===== config.mk =====
export PLATFORM = sky130hd
export DESIGN_NAME = ut_core
export DESIGN_NICKNAME = d
export VERILOG_FILES = /design/src/shared/ut_pkg.sv /design/src/rtl/ut_baud.sv /design/src/rtl/ut_rx_front.sv /design/src/rtl/ut_core.sv
export SDC_FILE = /design/constraint.sdc
export NUM_CORES = 1
export LEC_CHECK = 0
export BUFFER_PORTS_ARGS = -buffer_cell sky130_fd_sc_hd__clkbuf_2
export CORE_MARGIN = 10
export CORE_UTILIZATION = 40
export CTS_CLUSTER_SIZE = 8
export DETAILED_ROUTE_END_ITERATION = 16
export PLACE_DENSITY = 0.56
export SLEW_MARGIN = 20
export SYNTH_ARGS = -nofsm -noshare
export SYNTH_HDL_FRONTEND = slang
export SYNTH_SLANG_ARGS = --single-unit

===== constraint.sdc =====
create_clock -name clk_i -period 5.02 [get_ports clk_i]
set_input_delay 0.502 -clock clk_i [delete_from_list [all_inputs] [get_ports clk_i]]
set_output_delay 0.502 -clock clk_i [all_outputs]
set_load 0.03 [all_outputs]

===== src/shared/ut_pkg.sv =====
`default_nettype none
package ut_pkg;
    // Register byte addresses
    localparam logic [7:0] ADR_CTRL = 8'h00;
    localparam logic [7:0] ADR_DIV = 8'h04;
    localparam logic [7:0] ADR_STAT = 8'h08;
    localparam logic [7:0] ADR_DATA = 8'h0C;
    // Control register fields
    localparam int CTRL_W = 14;
    localparam int C_CHAN = 0;
    localparam int C_TXEN = 1;
    localparam int C_RXEN = 2;
    localparam int C_WL9 = 3;
    localparam int C_PEN = 4;
    localparam int C_PTY = 5;
    localparam int C_STOP2 = 7;
    localparam int C_TX9 = 8;
    localparam int C_BRK = 9;
    localparam int C_TEIE = 10;
    localparam int C_FRAC = 11;
    localparam logic [13:0] CTRL_RST = 14'h0000;
    localparam logic [15:0] DIV_RST = 16'h0010;
    // Status register fields
    localparam int S_TXE = 0;
    localparam int S_TIDLE = 1;
    localparam int S_RIDLE = 2;
    localparam int S_RXA = 3;
    localparam int S_OVR = 4;
    localparam int S_FRM = 5;
    localparam int S_PAR = 6;
    localparam int S_NOISE = 7;
    localparam int S_RX9 = 8;
    localparam int S_CNT = 9;
    // Parity type codes
    localparam logic [1:0] PAR_EVEN = 2'h0;
    localparam logic [1:0] PAR_ODD = 2'h1;
    localparam logic [1:0] PAR_MARK = 2'h2;
    localparam logic [1:0] PAR_SPACE = 2'h3;
    // Frame figures
    localparam logic [3:0] LAST_BIT8 = 4'h7;
    localparam logic [3:0] LAST_BIT9 = 4'h8;
    localparam logic [3:0] BRK_ZEROS = 4'hD;
    typedef enum logic [2:0] {
        TX_IDLE, TX_START, TX_DATA, TX_STOP1, TX_STOP2, TX_BRK
    } ut_tx_state_t;
    typedef enum logic [2:0] {
        RX_IDLE, RX_START, RX_DATA, RX_STOP1, RX_STOP2, RX_WAIT
    } ut_rx_state_t;
endpackage
`default_nettype wire


===== src/rtl/ut_baud.sv =====
`timescale 1ns/10ps
`default_nettype none
module ut_baud #(
    parameter int DIV_W = 16
) (
    // Clock and reset
    input wire logic clk_i,
    input wire logic rst_i,
    // Control
    input wire logic run_i,
    input wire logic [DIV_W-1:0] div_i,
    input wire logic [2:0] frac_i,
    // Strobes
    output logic tick_o,
    output logic smp_o
);
    logic [DIV_W-1:0] cnt_ff;
    logic [2:0] acc_ff;
    logic [3:0] sum;
    logic [DIV_W-1:0] lim;
    logic [DIV_W-1:0] half;

    initial begin
        if (DIV_W < 4) $error("ut_baud: DIV_W too small");
    end

    // Carry out of the fraction sum stretches this bit
    assign sum = {1'b0, acc_ff} + {1'b0, frac_i};
    assign lim = div_i - {{(DIV_W-1){1'b0}}, 1'b1}
        + {{(DIV_W-1){1'b0}}, sum[3]};
    assign half = div_i >> 1;
    assign tick_o = run_i && (cnt_ff == lim);
    // Three sample points around mid-bit
    assign smp_o = run_i && (cnt_ff == half
        || cnt_ff == half + {{(DIV_W-1){1'b0}}, 1'b1}
        || cnt_ff == half + {{(DIV_W-2){1'b0}}, 2'h2});

    always_ff @(posedge clk_i) begin
        if (rst_i || !run_i || tick_o) begin
            cnt_ff <= '0;
        end else begin
            cnt_ff <= cnt_ff + {{(DIV_W-1){1'b0}}, 1'b1};
        end
    end

    always_ff @(posedge clk_i) begin
        if (rst_i || !run_i) begin
            acc_ff <= 3'h0;
        end else if (tick_o) begin
            acc_ff <= sum[2:0];
        end
    end
endmodule // ut_baud
`default_nettype wire


===== src/rtl/ut_rx_front.sv =====
`timescale 1ns/10ps
`default_nettype none
module ut_rx_front (
    // Clock and reset
    input wire logic clk_i,
    input wire logic rst_i,
    // Line and sample strobe
    input wire logic pin_i,
    input wire logic smp_i,
    // Recovered level
    output logic line_o,
    output logic maj_o,
    output logic noise_o
);
    logic meta_ff;
    logic sync_ff;
    logic [2:0] smp_ff;

    // Two-stage synchroniser
    always_ff @(posedge clk_i) begin
        if (rst_i) begin
            meta_ff <= 1'b1;
            sync_ff <= 1'b1;
        end else begin
            meta_ff <= pin_i;
            sync_ff <= meta_ff;
        end
    end

    always_ff @(posedge clk_i) begin
        if (rst_i) begin
            smp_ff <= 3'h7;
        end else if (smp_i) begin
            smp_ff <= {smp_ff[1:0], sync_ff};
        end
    end

    assign line_o = sync_ff;
    // Majority of three samples
    assign maj_o = (smp_ff[0] & smp_ff[1]) | (smp_ff[0] & smp_ff[2])
        | (smp_ff[1] & smp_ff[2]);
    assign noise_o = !(&smp_ff) && (|smp_ff);
endmodule // ut_rx_front
`default_nettype wire


===== src/rtl/ut_core.sv =====
// Chosen here: the Wishbone interface to the registers and the register addresses.
`timescale 1ns/10ps
`default_nettype none
// Notes on behaviour
// - all enables set: pins serial, idle high
// - channel off frees pins, empties buffers
// - channel off clears flags, sets idle flags
// - channel off stops transfers, clears enable and break bits, keeps rest of configuration
// - word length eight or nine bits
// - parity odd, even, mark, space in last
// - receiver one/two stops, transmitter always two
// - nine-bit mode: top bit from control, or parity when enabled
// - shifter loads only after stop bits
// - start needs enable, data and baud
// - transmit enable off stops and resets transmitter
// - frames leave least significant bit first
// - data writes ignored while empty flag low
// - status read then data write clears flags
// - empty flag set when holding free, interrupt
// - idle write loads shifter, sets empty flag
// - idle flag set after stops or break
// - held break request makes next frame break
// - breaks repeat while held, no interrupt
// - nine-bit mode: received top bit stored
// - majority of three mid-bit samples
// - received word stored when register free
// - fraction accumulator carry stretches bit
module ut_core #(
    parameter int DIV_W = 16
) (
    // Clock and reset
    input wire logic clk_i,
    input wire logic rst_i,
    // Wishbone slave
    input wire logic wb_cyc_i,
    input wire logic wb_stb_i,
    input wire logic wb_we_i,
    input wire logic [7:0] wb_adr_i,
    input wire logic [3:0] wb_sel_i,
    input wire logic [31:0] wb_dat_i,
    output logic [31:0] wb_dat_o,
    output logic wb_ack_o,
    // Serial pins
    input wire logic serial_in_pin_i,
    output logic serial_out_pin_o,
    output logic tx_pin_select_o,
    output logic rx_pin_select_o,
    // Transmit empty interrupt
    output logic tx_empty_irq_o
);
    logic ack_ff;
    logic [31:0] rdat_ff;
    logic [13:0] ctrl_ff;
    logic [13:0] nxt_ctrl;
    logic [DIV_W-1:0] div_ff;
    logic [31:0] wmask;
    logic req, wr, rd, arm_ff;
    logic chan, tx_en, rx_en, wl9;
    logic [3:0] last_bit;
    logic [7:0] hold_ff;
    logic hold_full_ff, tx_empty_ff, tx_idle_ff, dat_wr, dat_ok;
    ut_pkg::ut_tx_state_t tx_st;
    logic [8:0] tsr_ff;
    logic [3:0] tx_cnt_ff;
    logic [DIV_W:0] brk_cnt_ff;
    logic brk_go, tx_tick, tx_smp;
    logic [8:0] tx_word;
    logic sout_ff;
    ut_pkg::ut_rx_state_t rx_st;
    logic rx_tick, rx_smp, line, maj, noise;
    logic [8:0] rsr_ff;
    logic [3:0] rx_cnt_ff;
    logic frm_acc_ff, noise_acc_ff, rx_done;
    logic [8:0] rx_word;
    logic [7:0] rx_data_ff;
    logic rx9_ff, rxa_ff, ovr_ff, frm_ff, par_ff, nf_ff;
    logic txsel_ff, rxsel_ff, irq_ff;
    logic [31:0] stat;

    initial begin
        if (DIV_W < 4 || DIV_W > 16) $error("ut_core: DIV_W out of range");
    end

    function automatic logic par_f(input logic [1:0] t, input logic x);
        case (t)
            ut_pkg::PAR_EVEN: par_f = x;
            ut_pkg::PAR_ODD: par_f = !x;
            ut_pkg::PAR_MARK: par_f = 1'b1;
            default: par_f = 1'b0;
        endcase
    endfunction

    // Bus decode
    assign req = wb_cyc_i && wb_stb_i && !ack_ff;
    assign wr = req && wb_we_i;
    assign rd = req && !wb_we_i;
    assign wmask = {{8{wb_sel_i[3]}}, {8{wb_sel_i[2]}},
        {8{wb_sel_i[1]}}, {8{wb_sel_i[0]}}};
    assign chan = ctrl_ff[ut_pkg::C_CHAN];
    assign tx_en = chan && ctrl_ff[ut_pkg::C_TXEN];
    assign rx_en = chan && ctrl_ff[ut_pkg::C_RXEN];
    assign wl9 = ctrl_ff[ut_pkg::C_WL9];
    assign last_bit = wl9 ? ut_pkg::LAST_BIT9 : ut_pkg::LAST_BIT8;
    assign stat = {20'h00000, (rxa_ff ? 3'h1 : 3'h0), rx9_ff, nf_ff,
        par_ff, frm_ff, ovr_ff, rxa_ff, (rx_st == ut_pkg::RX_IDLE),
        tx_idle_ff, tx_empty_ff};

    always_comb begin
        nxt_ctrl = ctrl_ff;
        if (wr && wb_adr_i == ut_pkg::ADR_CTRL) begin
            nxt_ctrl = (ctrl_ff & ~wmask[13:0]) | (wb_dat_i[13:0] & wmask[13:0]);
        end
        if (!nxt_ctrl[ut_pkg::C_CHAN]) begin
            nxt_ctrl[ut_pkg::C_TXEN] = 1'b0;
            nxt_ctrl[ut_pkg::C_RXEN] = 1'b0;
            nxt_ctrl[ut_pkg::C_BRK] = 1'b0;
        end
    end

    always_ff @(posedge clk_i) begin
        if (rst_i) begin
            ctrl_ff <= ut_pkg::CTRL_RST;
        end else begin
            ctrl_ff <= nxt_ctrl;
        end
    end

    always_ff @(posedge clk_i) begin
        if (rst_i) begin
            div_ff <= ut_pkg::DIV_RST[DIV_W-1:0];
        end else if (wr && wb_adr_i == ut_pkg::ADR_DIV) begin
            div_ff <= (div_ff & ~wmask[DIV_W-1:0])
                | (wb_dat_i[DIV_W-1:0] & wmask[DIV_W-1:0]);
        end
    end

    // Read mux and acknowledge
    always_ff @(posedge clk_i) begin
        if (rst_i) begin
            ack_ff <= 1'b0;
            rdat_ff <= 32'h00000000;
        end else begin
            ack_ff <= req;
            if (rd) begin
                if (wb_adr_i == ut_pkg::ADR_CTRL) begin
                    rdat_ff <= {18'h00000, ctrl_ff};
                end else if (wb_adr_i == ut_pkg::ADR_DIV) begin
                    rdat_ff <= {{(32-DIV_W){1'b0}}, div_ff};
                end else if (wb_adr_i == ut_pkg::ADR_STAT) begin
                    rdat_ff <= stat;
                end else if (wb_adr_i == ut_pkg::ADR_DATA) begin
                    rdat_ff <= {23'h000000, rx9_ff, rx_data_ff};
                end else begin
                    rdat_ff <= 32'h00000000;
                end
            end
        end
    end

    // Status read arms the flag-clearing data access
    always_ff @(posedge clk_i) begin
        if (rst_i || !chan) begin
            arm_ff <= 1'b0;
        end else if (rd && wb_adr_i == ut_pkg::ADR_STAT) begin
            arm_ff <= 1'b1;
        end else if (req && wb_adr_i == ut_pkg::ADR_DATA) begin
            arm_ff <= 1'b0;
        end
    end

    assign dat_wr = wr && wb_adr_i == ut_pkg::ADR_DATA && wb_sel_i[0];
    assign dat_ok = dat_wr && chan && tx_empty_ff && !hold_full_ff;

    always_ff @(posedge clk_i) begin
        if (rst_i || !chan) begin
            hold_ff <= 8'h00;
            hold_full_ff <= 1'b0;
        end else if (dat_ok) begin
            hold_ff <= wb_dat_i[7:0];
            hold_full_ff <= 1'b1;
        end else if (tx_st == ut_pkg::TX_IDLE && tx_en && !brk_go) begin
            hold_full_ff <= 1'b0;
        end
    end

    // Transmit flags: hardware set wins over clear
    always_ff @(posedge clk_i) begin
        if (rst_i || !chan) begin
            tx_empty_ff <= 1'b1;
            tx_idle_ff <= 1'b1;
        end else begin
            if (dat_ok && arm_ff) begin
                tx_empty_ff <= 1'b0;
                tx_idle_ff <= 1'b0;
            end
            if (tx_st == ut_pkg::TX_IDLE && tx_en && hold_full_ff && !brk_go) begin
                tx_empty_ff <= 1'b1;
            end
            if (tx_st == ut_pkg::TX_STOP2 && tx_tick) begin
                tx_idle_ff <= 1'b1;
            end
        end
    end

    // Held break request arms a break frame
    always_ff @(posedge clk_i) begin
        if (rst_i || !ctrl_ff[ut_pkg::C_BRK] || tx_st != ut_pkg::TX_IDLE) begin
            brk_cnt_ff <= '0;
        end else if (!brk_go) begin
            brk_cnt_ff <= brk_cnt_ff + {{DIV_W{1'b0}}, 1'b1};
        end
    end
    assign brk_go = brk_cnt_ff > {1'b0, div_ff} + {{DIV_W{1'b0}}, 1'b1};

    // Frame word, parity in last position
    always_comb begin
        tx_word = {ctrl_ff[ut_pkg::C_TX9], hold_ff};
        if (!wl9) begin
            tx_word[8] = 1'b0;
            if (ctrl_ff[ut_pkg::C_PEN]) begin
                tx_word[7] = par_f(ctrl_ff[6:5], ^hold_ff[6:0]);
            end
        end else if (ctrl_ff[ut_pkg::C_PEN]) begin
            tx_word[8] = par_f(ctrl_ff[6:5], ^hold_ff);
        end
    end

    ut_baud #(
        .DIV_W(DIV_W)
    ) u_tx_baud (
        .clk_i(clk_i),
        .rst_i(rst_i),
        .run_i(tx_st != ut_pkg::TX_IDLE),
        .div_i(div_ff),
        .frac_i(ctrl_ff[13:11]),
        .tick_o(tx_tick),
        .smp_o(tx_smp)
    );

    always_ff @(posedge clk_i) begin
        if (rst_i || !tx_en) begin
            tx_st <= ut_pkg::TX_IDLE;
            tsr_ff <= 9'h000;
            tx_cnt_ff <= 4'h0;
        end else begin
            case (tx_st)
                ut_pkg::TX_IDLE: begin
                    tx_cnt_ff <= 4'h0;
                    if (brk_go) begin
                        tx_st <= ut_pkg::TX_BRK;
                    end else if (hold_full_ff) begin
                        tsr_ff <= tx_word;
                        tx_st <= ut_pkg::TX_START;
                    end
                end
                ut_pkg::TX_START: begin
                    if (tx_tick) begin
                        tx_st <= ut_pkg::TX_DATA;
                    end
                end
                ut_pkg::TX_DATA: begin
                    if (tx_tick) begin
                        tsr_ff <= tsr_ff >> 1;
                        tx_cnt_ff <= tx_cnt_ff + 4'h1;
                        if (tx_cnt_ff == last_bit) begin
                            tx_st <= ut_pkg::TX_STOP1;
                        end
                    end
                end
                ut_pkg::TX_STOP1: begin
                    if (tx_tick) begin
                        tx_st <= ut_pkg::TX_STOP2;
                    end
                end
                ut_pkg::TX_STOP2: begin
                    if (tx_tick) begin
                        tx_st <= ut_pkg::TX_IDLE;
                    end
                end
                default: begin
                    if (tx_tick) begin
                        tx_cnt_ff <= tx_cnt_ff + 4'h1;
                        if (tx_cnt_ff == ut_pkg::BRK_ZEROS) begin
                            if (ctrl_ff[ut_pkg::C_BRK]) begin
                                tx_cnt_ff <= 4'h1;
                            end else begin
                                tx_st <= ut_pkg::TX_STOP1;
                            end
                        end
                    end
                end
            endcase
        end
    end

    always_ff @(posedge clk_i) begin
        if (rst_i) begin
            sout_ff <= 1'b1;
        end else if (tx_st == ut_pkg::TX_START || tx_st == ut_pkg::TX_BRK) begin
            sout_ff <= 1'b0;
        end else if (tx_st == ut_pkg::TX_DATA) begin
            sout_ff <= tsr_ff[0];
        end else begin
            sout_ff <= 1'b1;
        end
    end

    // Receiver
    ut_rx_front u_front (
        .clk_i(clk_i),
        .rst_i(rst_i),
        .pin_i(serial_in_pin_i),
        .smp_i(rx_smp),
        .line_o(line),
        .maj_o(maj),
        .noise_o(noise)
    );

    ut_baud #(
        .DIV_W(DIV_W)
    ) u_rx_baud (
        .clk_i(clk_i),
        .rst_i(rst_i),
        .run_i(rx_st != ut_pkg::RX_IDLE && rx_st != ut_pkg::RX_WAIT),
        .div_i(div_ff),
        .frac_i(ctrl_ff[13:11]),
        .tick_o(rx_tick),
        .smp_o(rx_smp)
    );

    assign rx_done = rx_tick && (rx_st == ut_pkg::RX_STOP2
        || (rx_st == ut_pkg::RX_STOP1 && !ctrl_ff[ut_pkg::C_STOP2]));
    assign rx_word = wl9 ? rsr_ff : {1'b0, rsr_ff[8:1]};

    always_ff @(posedge clk_i) begin
        if (rst_i || !rx_en) begin
            rx_st <= ut_pkg::RX_IDLE;
            rsr_ff <= 9'h000;
            rx_cnt_ff <= 4'h0;
            frm_acc_ff <= 1'b0;
            noise_acc_ff <= 1'b0;
        end else begin
            case (rx_st)
                ut_pkg::RX_IDLE: begin
                    rx_cnt_ff <= 4'h0;
                    frm_acc_ff <= 1'b0;
                    noise_acc_ff <= 1'b0;
                    if (!line) begin
                        rx_st <= ut_pkg::RX_START;
                    end
                end
                ut_pkg::RX_START: begin
                    if (rx_tick) begin
                        noise_acc_ff <= noise;
                        rx_st <= maj ? ut_pkg::RX_IDLE : ut_pkg::RX_DATA;
                    end
                end
                ut_pkg::RX_DATA: begin
                    if (rx_tick) begin
                        rsr_ff <= {maj, rsr_ff[8:1]};
                        noise_acc_ff <= noise_acc_ff | noise;
                        rx_cnt_ff <= rx_cnt_ff + 4'h1;
                        if (rx_cnt_ff == last_bit) begin
                            rx_st <= ut_pkg::RX_STOP1;
                        end
                    end
                end
                ut_pkg::RX_STOP1: begin
                    if (rx_tick) begin
                        frm_acc_ff <= !maj;
                        noise_acc_ff <= noise_acc_ff | noise;
                        rx_st <= ctrl_ff[ut_pkg::C_STOP2] ? ut_pkg::RX_STOP2
                            : (maj ? ut_pkg::RX_IDLE : ut_pkg::RX_WAIT);
                    end
                end
                ut_pkg::RX_STOP2: begin
                    if (rx_tick) begin
                        rx_st <= (maj && !frm_acc_ff) ? ut_pkg::RX_IDLE
                            : ut_pkg::RX_WAIT;
                    end
                end
                default: begin
                    if (line) begin
                        rx_st <= ut_pkg::RX_IDLE;
                    end
                end
            endcase
        end
    end

    // Receive flags: delivery wins over the read-clear
    always_ff @(posedge clk_i) begin
        if (rst_i || !chan) begin
            rx_data_ff <= 8'h00;
            rx9_ff <= 1'b0;
            rxa_ff <= 1'b0;
            ovr_ff <= 1'b0;
            frm_ff <= 1'b0;
            par_ff <= 1'b0;
            nf_ff <= 1'b0;
        end else begin
            if (arm_ff && rd && wb_adr_i == ut_pkg::ADR_DATA) begin
                rxa_ff <= 1'b0;
                ovr_ff <= 1'b0;
                frm_ff <= 1'b0;
                par_ff <= 1'b0;
                nf_ff <= 1'b0;
            end
            if (rx_done && rxa_ff) begin
                ovr_ff <= 1'b1;
            end else if (rx_done) begin
                rx_data_ff <= rx_word[7:0];
                rx9_ff <= wl9 & rx_word[8];
                rxa_ff <= 1'b1;
                frm_ff <= frm_acc_ff | !maj;
                nf_ff <= noise_acc_ff | noise;
                par_ff <= ctrl_ff[ut_pkg::C_PEN] && (wl9
                    ? rx_word[8] != par_f(ctrl_ff[6:5], ^rx_word[7:0])
                    : rx_word[7] != par_f(ctrl_ff[6:5], ^rx_word[6:0]));
            end
        end
    end

    // Pin ownership and interrupt
    always_ff @(posedge clk_i) begin
        if (rst_i) begin
            txsel_ff <= 1'b0;
            rxsel_ff <= 1'b0;
            irq_ff <= 1'b0;
        end else begin
            txsel_ff <= tx_en;
            rxsel_ff <= rx_en;
            irq_ff <= chan && tx_empty_ff && ctrl_ff[ut_pkg::C_TEIE];
        end
    end

    assign wb_ack_o = ack_ff;
    assign wb_dat_o = rdat_ff;
    assign serial_out_pin_o = sout_ff;
    assign tx_pin_select_o = txsel_ff;
    assign rx_pin_select_o = rxsel_ff;
    assign tx_empty_irq_o = irq_ff;

    property p_idle_high;
        @(posedge clk_i) disable iff (rst_i)
        tx_st == ut_pkg::TX_IDLE |=> serial_out_pin_o;
    endproperty
    a_idle_high: assert property (p_idle_high) else $error("line low idle");

    property p_disable;
        @(posedge clk_i) disable iff (rst_i)
        !chan |-> !ctrl_ff[ut_pkg::C_TXEN] ##1 (tx_empty_ff && tx_idle_ff
            && !rxa_ff && rx_st == ut_pkg::RX_IDLE);
    endproperty
    a_disable: assert property (p_disable) else $error("disable state");

    property p_txen_off;
        @(posedge clk_i) disable iff (rst_i)
        !tx_en |=> tx_st == ut_pkg::TX_IDLE;
    endproperty
    a_txen_off: assert property (p_txen_off) else $error("tx not reset");

    property p_start_cause;
        @(posedge clk_i) disable iff (rst_i)
        $rose(tx_st == ut_pkg::TX_START) |-> $past(tx_en && hold_full_ff);
    endproperty
    a_start_cause: assert property (p_start_cause) else $error("bad start");

    property p_wr_ignored;
        @(posedge clk_i) disable iff (rst_i)
        (dat_wr && !tx_empty_ff) |=> $stable(hold_ff);
    endproperty
    a_wr_ignored: assert property (p_wr_ignored) else $error("overwrite");

    property p_clear_seq;
        @(posedge clk_i) disable iff (rst_i)
        $fell(tx_idle_ff) |-> $past(arm_ff && dat_ok);
    endproperty
    a_clear_seq: assert property (p_clear_seq) else $error("idle cleared");

    property p_stop_high;
        @(posedge clk_i) disable iff (rst_i)
        tx_st == ut_pkg::TX_STOP2 && tx_tick |=> tx_idle_ff ##1 serial_out_pin_o;
    endproperty
    a_stop_high: assert property (p_stop_high) else $error("stop end");

    property p_rx_store;
        @(posedge clk_i) disable iff (rst_i)
        rx_done && !rxa_ff && chan |=> rxa_ff && !ovr_ff[*1];
    endproperty
    a_rx_store: assert property (p_rx_store) else $error("rx not stored");
endmodule // ut_core
`default_nettype wire


* Word level (Yosys, flattened, before mapping)
Index checks and enable logic that the tools add are counted.
Operators by class: add/subtract/negate cells 13, magnitude comparators 1, equality and inequality tests 41, muxes and demuxes 82, bitwise gates (word level) 19, reductions and logical operators 102
Operators by type and width (count):
- == test 16 bit | 4
- 2-to-1 mux 3 bit | 20
- 2-to-1 mux 9 bit | 5
- 2-to-1 mux 1 bit | 36
- logical AND 1 bit | 35
- adder 16 x 1 -> 16 bit | 2
- adder 16 x 1 -> 16 bit (second input constant) | 2
- bitwise AND 16 bit | 2
- 2-to-1 mux 16 bit | 2
- one-hot mux 3 bit (5 select lines) | 2
- bitwise AND 14 bit | 2
- != test 2 bit (second input constant) | 13
- 2-to-1 mux 4 bit | 6
- zero test 1 bit | 18
- one-hot mux 9 bit (2 select lines) | 1
- adder 16 x 1 -> 17 bit (second input constant) | 1
- adder 17 x 1 -> 17 bit (second input constant) | 1
- > comparator 17 bit | 1
- adder 15 x 1 -> 16 bit (second input constant) | 1
- adder 15 x 2 -> 16 bit (second input constant) | 1
- == test 16 x 15 -> 1 bit | 1
- == test 8 x 4 -> 1 bit (second input constant) | 2
- NOT 16 bit | 1
- OR 16 bit | 1
- 42 further kinds | 98
Storage, ports and cells: register bits 187, input bits 50, word-level logic and storage cells 296

* Depth between registers and ports, before layout
Gate-level depths: netlist of run 1.
word-level depth 13, gate-level depth with buffers 17, mapped depth without buffers 15

* By module
A second synthesis of run 1 with hierarchy kept.
Unflattened totals: cell total of the unflattened synthesis 1461, area, all modules 11807.6 µm²
By module, submodules not included:
- ut_core | times used 1, cells each 793, area each 6643.9 µm², seq. area each 2562.5 µm²
- ut_baud (u_tx_baud) | times used 1, cells each 338, area each 2538.7 µm², seq. area each 380.4 µm²
- ut_baud (u_rx_baud) | times used 1, cells each 313, area each 2442.3 µm², seq. area each 380.4 µm²
- ut_rx_front | times used 1, cells each 17, area each 182.7 µm², seq. area each 100.1 µm²

* Worst setup path after synthesis of run 1
Ideal clock, no wire load.
path type register to register, from register with a tool-made name, to register brk_cnt_ff[11], arrival 4.068 ns, data required time 4.896 ns, slack 0.829 ns, stages on the path, launching flop included 16, buffers on the path 2, period minus slack after synthesis 4.191 ns, cell sequence dfxtp_1 -> clkbuf_1 -> clkbuf_1 -> nand3_1 -> nor4_1 -> nand2_1 -> nor2_1 -> xnor2_1 -> ha_1 -> a21o_1 -> a21o_1 -> a211o_1 -> a2111oi_0 -> nand3_1 -> xor2_1 -> nor2_1
RTL lines:
- end signal: assignment | RTL line ut_core.sv:210 | brk_cnt_ff <= brk_cnt_ff + {{DIV_W{1'b0}}, 1'b1};
- end: declaration | RTL line ut_core.sv:65 | logic [DIV_W:0] brk_cnt_ff;

==> flow_summary.yaml, run 1 <==
timing:
  period_share_pct: 87.8
  hold_viol: 0
  setup_violations: 0
  fin_skew_ns: 0.0135
  setup_ws_ns: 0.614
  slew_viol_final: 0
  worst_slew_pin_slew_ns: 1.04
  slew_headroom_pct: 30.6
  clock.fmax_mhz: 227
  rsz0062_at_grt: "no"
  setup_tns_ns: 0
  min_period_ns: 4.41
setup_path:
  start_kind: "flop"
  rrSetupSlack_ns: 0.61
  critPathMaxFanout: 14
  worstPathRequired_ns: 5.36
  crit_path_end_kind: "flop"
  crit_type: "reg -> reg"
  arrival_ns: 4.74
floorplan:
  pin_count: 87
  die_area_um2: 34600
  core-area_um2: 27000
  die_y_um: 186
  std_cell_rows: 60
  die_width_um: 186
  initial_core_util_pct: 40.8
finish:
  syn2layout_area_growth_pct: 11.0
  seq_area_um2: 3420
  fill_cells: 2691
  drive_above_1_share_pct: 12.0
  final_cells: 1718
  fin_nets: 1455
  final_common_cell: "nor2_1"
  diodes: 0
  layout_common_cells: "nor2_1, dfxtp_1, xnor2_1"
  multiInputGateArea_um2: 7110
power:
  leakage_nw: 4.47
  pwr-share-clk_pct: 49.6
  power_density_nw_per_um2: 234
  swShare_pct: 25.1
  p_int_mw: 2.15
  irDropWorstVdd_mv: 0.198
  switching_power_uw: 720
  seq_power_share_pct: 47.5
  pwr-share-comb_pct: 2.9
cts:
  cts_tree: "done"
  insertion_delay_ns: 0.44
  cts_resized: 0
  cts_max_level: 4
  cts_hold_buf: 0
  cts_sinks: 171
  clk_pin_slew_worst_paths_ns: 0.07
  numCtsBuffers: 17
  cts-root-buf: "clkbuf_16"
  clock_path_buffers: 2
  cts_setup_buffers: 0
grt:
  grt_max_degree: 61
  grt_pass1_wl_um: 50300
  grt_pass1_vias: 8928
  antenna_found_initial: 0
  grt.total_usage_pct: 18.4
  grt-ovfl-total: 0
synth:
  synthFlopType: "dfxtp_1"
  syn_area_um2: 11000
  synth_cell_type_count: 85
  ys_seq_area_share_pct: 31.1
  yosys_warnings: 0
  avgSynthCellArea_um2: 8.26
  syn_inst: 1334
  ys_ff_latch: 171
  synthArstFlopShare_pct: 0
  synth_edf_count: 0
outcome:
  status: "complete, no violations"
placed_design:
  dp_hpwl_um: 23900
  post-place-ws_ns: 0.612
  dp_cells: 1686
  gp_congestion: 0.887
  port_buffers: 52
route:
  routed_via_density: 5.60
  detail-route-antenna-nets: 0
  wire_per_inst_um: 18.4
  wirelength_um: 31700
  drcViolationCount: 0
  vias: 9628
  drt-initial-drc-count: 679
  firstDrtPassIters: 5
job:
  drv_cap: 0
hold_path:
  hp-class: "in -> reg"
==> cells by family (layout without fill, tap and decap cells) <==
logic type,count (synthesis),after routing,synth area share (%)
adder cells (fa/ha/maj),41,41,4.79
flip-flops,171,171,31.1
AO/OA/AOI/OAI,210,210,13.0
XOR/XNOR,163,163,13.6
buffers and inverters,126,154,5.23
AND/OR/NAND/NOR,536,536,24.1
other,1,16,0.0340
multiplexers,86,86,8.12
==> critical path: stages, from the launching register on <==
cell and delay (ns):
dfxtp_1 0.31, inv_1 0.23, ha_1 0.29, nand2_1 0.19, xnor2_1 0.47, nand4_1 0.29
nor4_1 0.36, buf_4 0.18, a211oi_1 0.06, o41a_1 0.52, o211ai_1 0.43, or2_1 0.56
buf_4 0.22, nor2_1 0.04, o21a_1 0.16
==> path summary, 6_finish.rpt <==
path | startpoint | to | cells after the start
max | flop | rx_cnt_ff[0] | 14
min | serial_in_pin_i | u_front.meta_ff | 2
min reg2reg | u_front.meta_ff | u_front.line_o | 1
max reg2reg | flop | rx_cnt_ff[0] | 14
==> synthesized netlist by cell type (all sizes together) (12+ instances only) <==
| library cell | instances | area share, % |
|---|---|---|
| nand3 | 55 | 2.5 |
| clkbuf | 52 | 1.8 |
| mux2 | 17 | 1.7 |
| inv | 33 | 1.1 |
| a21o | 17 | 1.2 |
| a211oi | 16 | 1.1 |
| buf | 39 | 2.3 |
| xor2 | 56 | 4.4 |
| dfxtp | 171 | 31 |
| mux2i | 68 | 6.2 |
| nor3 | 41 | 1.9 |
| nand2 | 99 | 3.4 |
| nor2b | 13 | 0.74 |
| and3 | 19 | 1.1 |
| or2 | 12 | 0.68 |
| nor2 | 181 | 6.2 |
| o21ai | 36 | 1.6 |
| xnor2 | 102 | 8.2 |
| a21oi | 52 | 2.4 |
| or3 | 18 | 1.0 |
| nor4 | 27 | 1.7 |
| ha | 39 | 4.4 |
| nand4 | 22 | 1.2 |
==> power by group through the flow <==
stage,Combinational [mW],Clock (mW),Sequential (mW)
floorplan,0.0537,0,1.40
global placement,0.0829,0,1.39
detailed placement,0.0832,0,1.39
CTS,0.0834,1.45,1.36
global route,0.0897,1.51,1.36
finish,0.0845,1.42,1.36
==> metal layers <==
metal / up-vias / GRT usage, % / wire length [um]
li1: 4754 / - / -
met1: 4597 / 26.1 / 15500
met2: 245 / 28.3 / 14000
met3: 32 / 2.65 / 1620
met4: 0 / 5.13 / 505
met5: - / 0 / 0
==> per-stage QoR <==
| step | utilization (%) | area (um^2) | hold slack (ns) | total power, mW |
|---|---|---|---|---|
| final | 45.3 | 12200 | 0.251 | 2.87 |
| after global routing | 45.3 | 12200 | 0.241 | 2.96 |
| after CTS | 45.2 | 12200 | 0.238 | 2.89 |
| after detailed placement | 42.9 | 11600 | 0.401 | 1.48 |
| after global placement | 42.9 | 11600 | 0.397 | 1.48 |
| after floorplan | - | 11100 | 0.389 | 1.45 |
==> area by class of cell <==
type	count	area share [%]
multi-input combinational	1052	58.1
sequential	171	28.0
timing repair buffer	87	4.28
tap	341	3.49
clock buffer	17	3.48
clock inverter	15	1.62
inverter	35	1.07
Note: power is estimated with default switching activity, not from simulation.
==> run 2, diff against run 1 <==
--- a/config.mk
+++ b/config.mk
@@ -6,11 +6,13 @@
 export NUM_CORES = 1
 export LEC_CHECK = 0
 export BUFFER_PORTS_ARGS = -buffer_cell sky130_fd_sc_hd__clkbuf_2
-export CORE_MARGIN = 10
+export CORE_MARGIN = 4
 export CORE_UTILIZATION = 40
 export CTS_CLUSTER_SIZE = 8
 export DETAILED_ROUTE_END_ITERATION = 16
 export PLACE_DENSITY = 0.56
+export RECOVER_POWER = 25
+export REMOVE_ABC_BUFFERS = 1
 export SLEW_MARGIN = 20
 export SYNTH_ARGS = -nofsm -noshare
 export SYNTH_HDL_FRONTEND = slang
==> run 2 against run 1 <==
Power is 1.9% lower. Wire length is 2.6% lower. Combinational power is 6.0% lower. Final area is 0.86% lower. The run now ends with capacitance limit, slew limit left. Clock skew is 0.0046 ns higher. First-iteration DRC count is 8.2% higher. Via count is 0.11% lower. Worst setup slack worse by 0.18 ns. Largest cell class unchanged. Hold slack better by 0.015 ns. Highest routed layer unchanged. Final cell count is 0.47% lower.
==> flow_summary.yaml, run 2 (synthesis results as in run 1) <==
cts:
  cts_tree: "done"
  clock_path_buffers: 2
  insertion_delay_ns: 0.44
  cts_sinks: 171
  cts-root-buf: "clkbuf_16"
  clk_pin_slew_worst_paths_ns: 0.07
  cts_resized: 0
  cts_hold_buf: 0
  cts_max_level: 4
  numCtsBuffers: 17
  cts_setup_buffers: 0
setup_path:
  crit_family: "simple AND/OR/NAND/NOR gates"
  start_kind: "flop"
  crit_type: "reg -> reg"
  path_cells: "inv_1 > ha_1 > nand4bb_1 > xnor2_1 > nand4_1 > nor4_1 > a211oi_1 > o41a_1 > o211ai_1 > buf_4 > or2b_1 > nor2_1"
  max_stage_delay_ns: 0.63
  crit_buf_inv: 2
  worstPathRequired_ns: 5.38
  slowest_stage: "nor4_1"
  crit_path_end_kind: "flop"
  critPathMaxFanout: 16
  arrival_ns: 4.94
timing:
  fin_skew_ns: 0.0181
  slew_viol_final: 61
  hold_viol: 0
  setup_tns_ns: 0
  period_share_pct: 91.3
  setup_violations: 0
  rsz0062_at_grt: "no"
  min_period_ns: 4.58
  worst_slew_pin_slew_ns: 2.72
  clock.fmax_mhz: 218
  slew_headroom_pct: -81.4
placed_design:
  gp_congestion: 0.929
  port_buffers: 52
  dp_cells: 1678
  dp_hpwl_um: 23100
floorplan:
  die_width_um: 174
  die_y_um: 174
  die_area_um2: 30300
  std_cell_rows: 60
  pin_count: 87
  initial_core_util_pct: 40.8
  core-area_um2: 27000
power:
  irDropWorstVdd_mv: 0.231
  power_density_nw_per_um2: 232
  pwr-share-comb_pct: 2.8
  fin_total_pwr_mw: 2.81
  p_int_mw: 2.07
  seq_power_share_pct: 48.4
  leakage_nw: 4.34
  pwr-share-clk_pct: 48.8
  switching_power_uw: 744
  swShare_pct: 26.4
hold_path:
  hp-class: "in -> reg"
grt:
  grt_pass1_wl_um: 49700
  grt-ovfl-total: 0
  antenna_found_initial: 0
  grt_pass1_vias: 8951
  grt.total_usage_pct: 20.1
  grt_max_degree: 61
finish:
  multiInputGateArea_um2: 7110
  syn2layout_area_growth_pct: 10.0
  final_common_cell: "nor2_1"
  final_cells: 1710
  diodes: 0
  layout_common_cells: "nor2_1, dfxtp_1, xnor2_1"
  fill_cells: 2726
  seq_area_um2: 3420
  drive_above_1_share_pct: 9.86
  fin_nets: 1447
job:
  drv_cap: 1
route:
  firstDrtPassIters: 5
  vias: 9617
  drt-initial-drc-count: 735
  wirelength_um: 30900
  wire_per_inst_um: 18.0
  routed_via_density: 5.62
  detail-route-antenna-nets: 0
  drcViolationCount: 0
outcome:
  status: "finished with violations"
  violations: "capacitance limit, slew limit"
-- run 2: area by class of cell --
type,count,area share [%]
Clock buffer,18,3.62
Clock inverter,14,1.38
Inverter,35,1.08
Multi-Input combinational cell,1052,58.6
Sequential cell,171,28.2
Tap cell,341,3.52
Timing Repair Buffer,79,3.56
-- run 2: metrics by stage --
step                utilization [%]  setup WS [ns]  hold slack [ns]  cell area (um^2)
floorplan                         -          0.912            0.389             10600
global placement               42.7          0.572            0.400             11500
detailed placement             42.7          0.468            0.400             11500
CTS                            44.9          0.454            0.255             12100
global route                   44.9        0.00180            0.254             12100
finish                         44.9          0.439            0.265             12100
-- run 2: power groups by stage --
| stage | sequential, mW | clock, mW | combinational [mW] |
|---|---|---|---|
| after global routing | 1.36 | 1.46 | 0.0847 |
| after floorplan | 1.40 | 0 | 0.0336 |
| final | 1.36 | 1.37 | 0.0794 |
| after global placement | 1.39 | 0 | 0.0801 |
| after CTS | 1.36 | 1.40 | 0.0803 |
| after detailed placement | 1.39 | 0 | 0.0802 |
-- run 2: path summary, 6_finish.rpt --
path                   start              endpoint  slack (ns)  cells past startpoint
min reg2reg  u_front.meta_ff        u_front.line_o        0.42                      1
max                     flop  u_rx_baud.cnt_ff[11]        0.44                     12
min          serial_in_pin_i       u_front.meta_ff        0.27                      2
max reg2reg             flop  u_rx_baud.cnt_ff[11]        0.44                     12
-- run 2: worst reg2reg max path: stages (launching register included) --
cell       delay (ns)
dfxtp_1          0.31
inv_1            0.14
ha_1             0.25
nand4bb_1        0.36
xnor2_1          0.56
nand4_1          0.32
nor4_1           0.63
a211oi_1         0.16
o41a_1           0.48
o211ai_1         0.41
buf_4            0.26
or2b_1           0.45
nor2_1           0.18
-- run 2: routing by layer --
layer	vias to the layer above	routed length [um]	track usage, %
met2	247	13900	31.8
met3	17	1580	3.04
met1	4605	15100	29.5
met4	0	216	3.50
li1	4748	-	-
met5	-	0	0
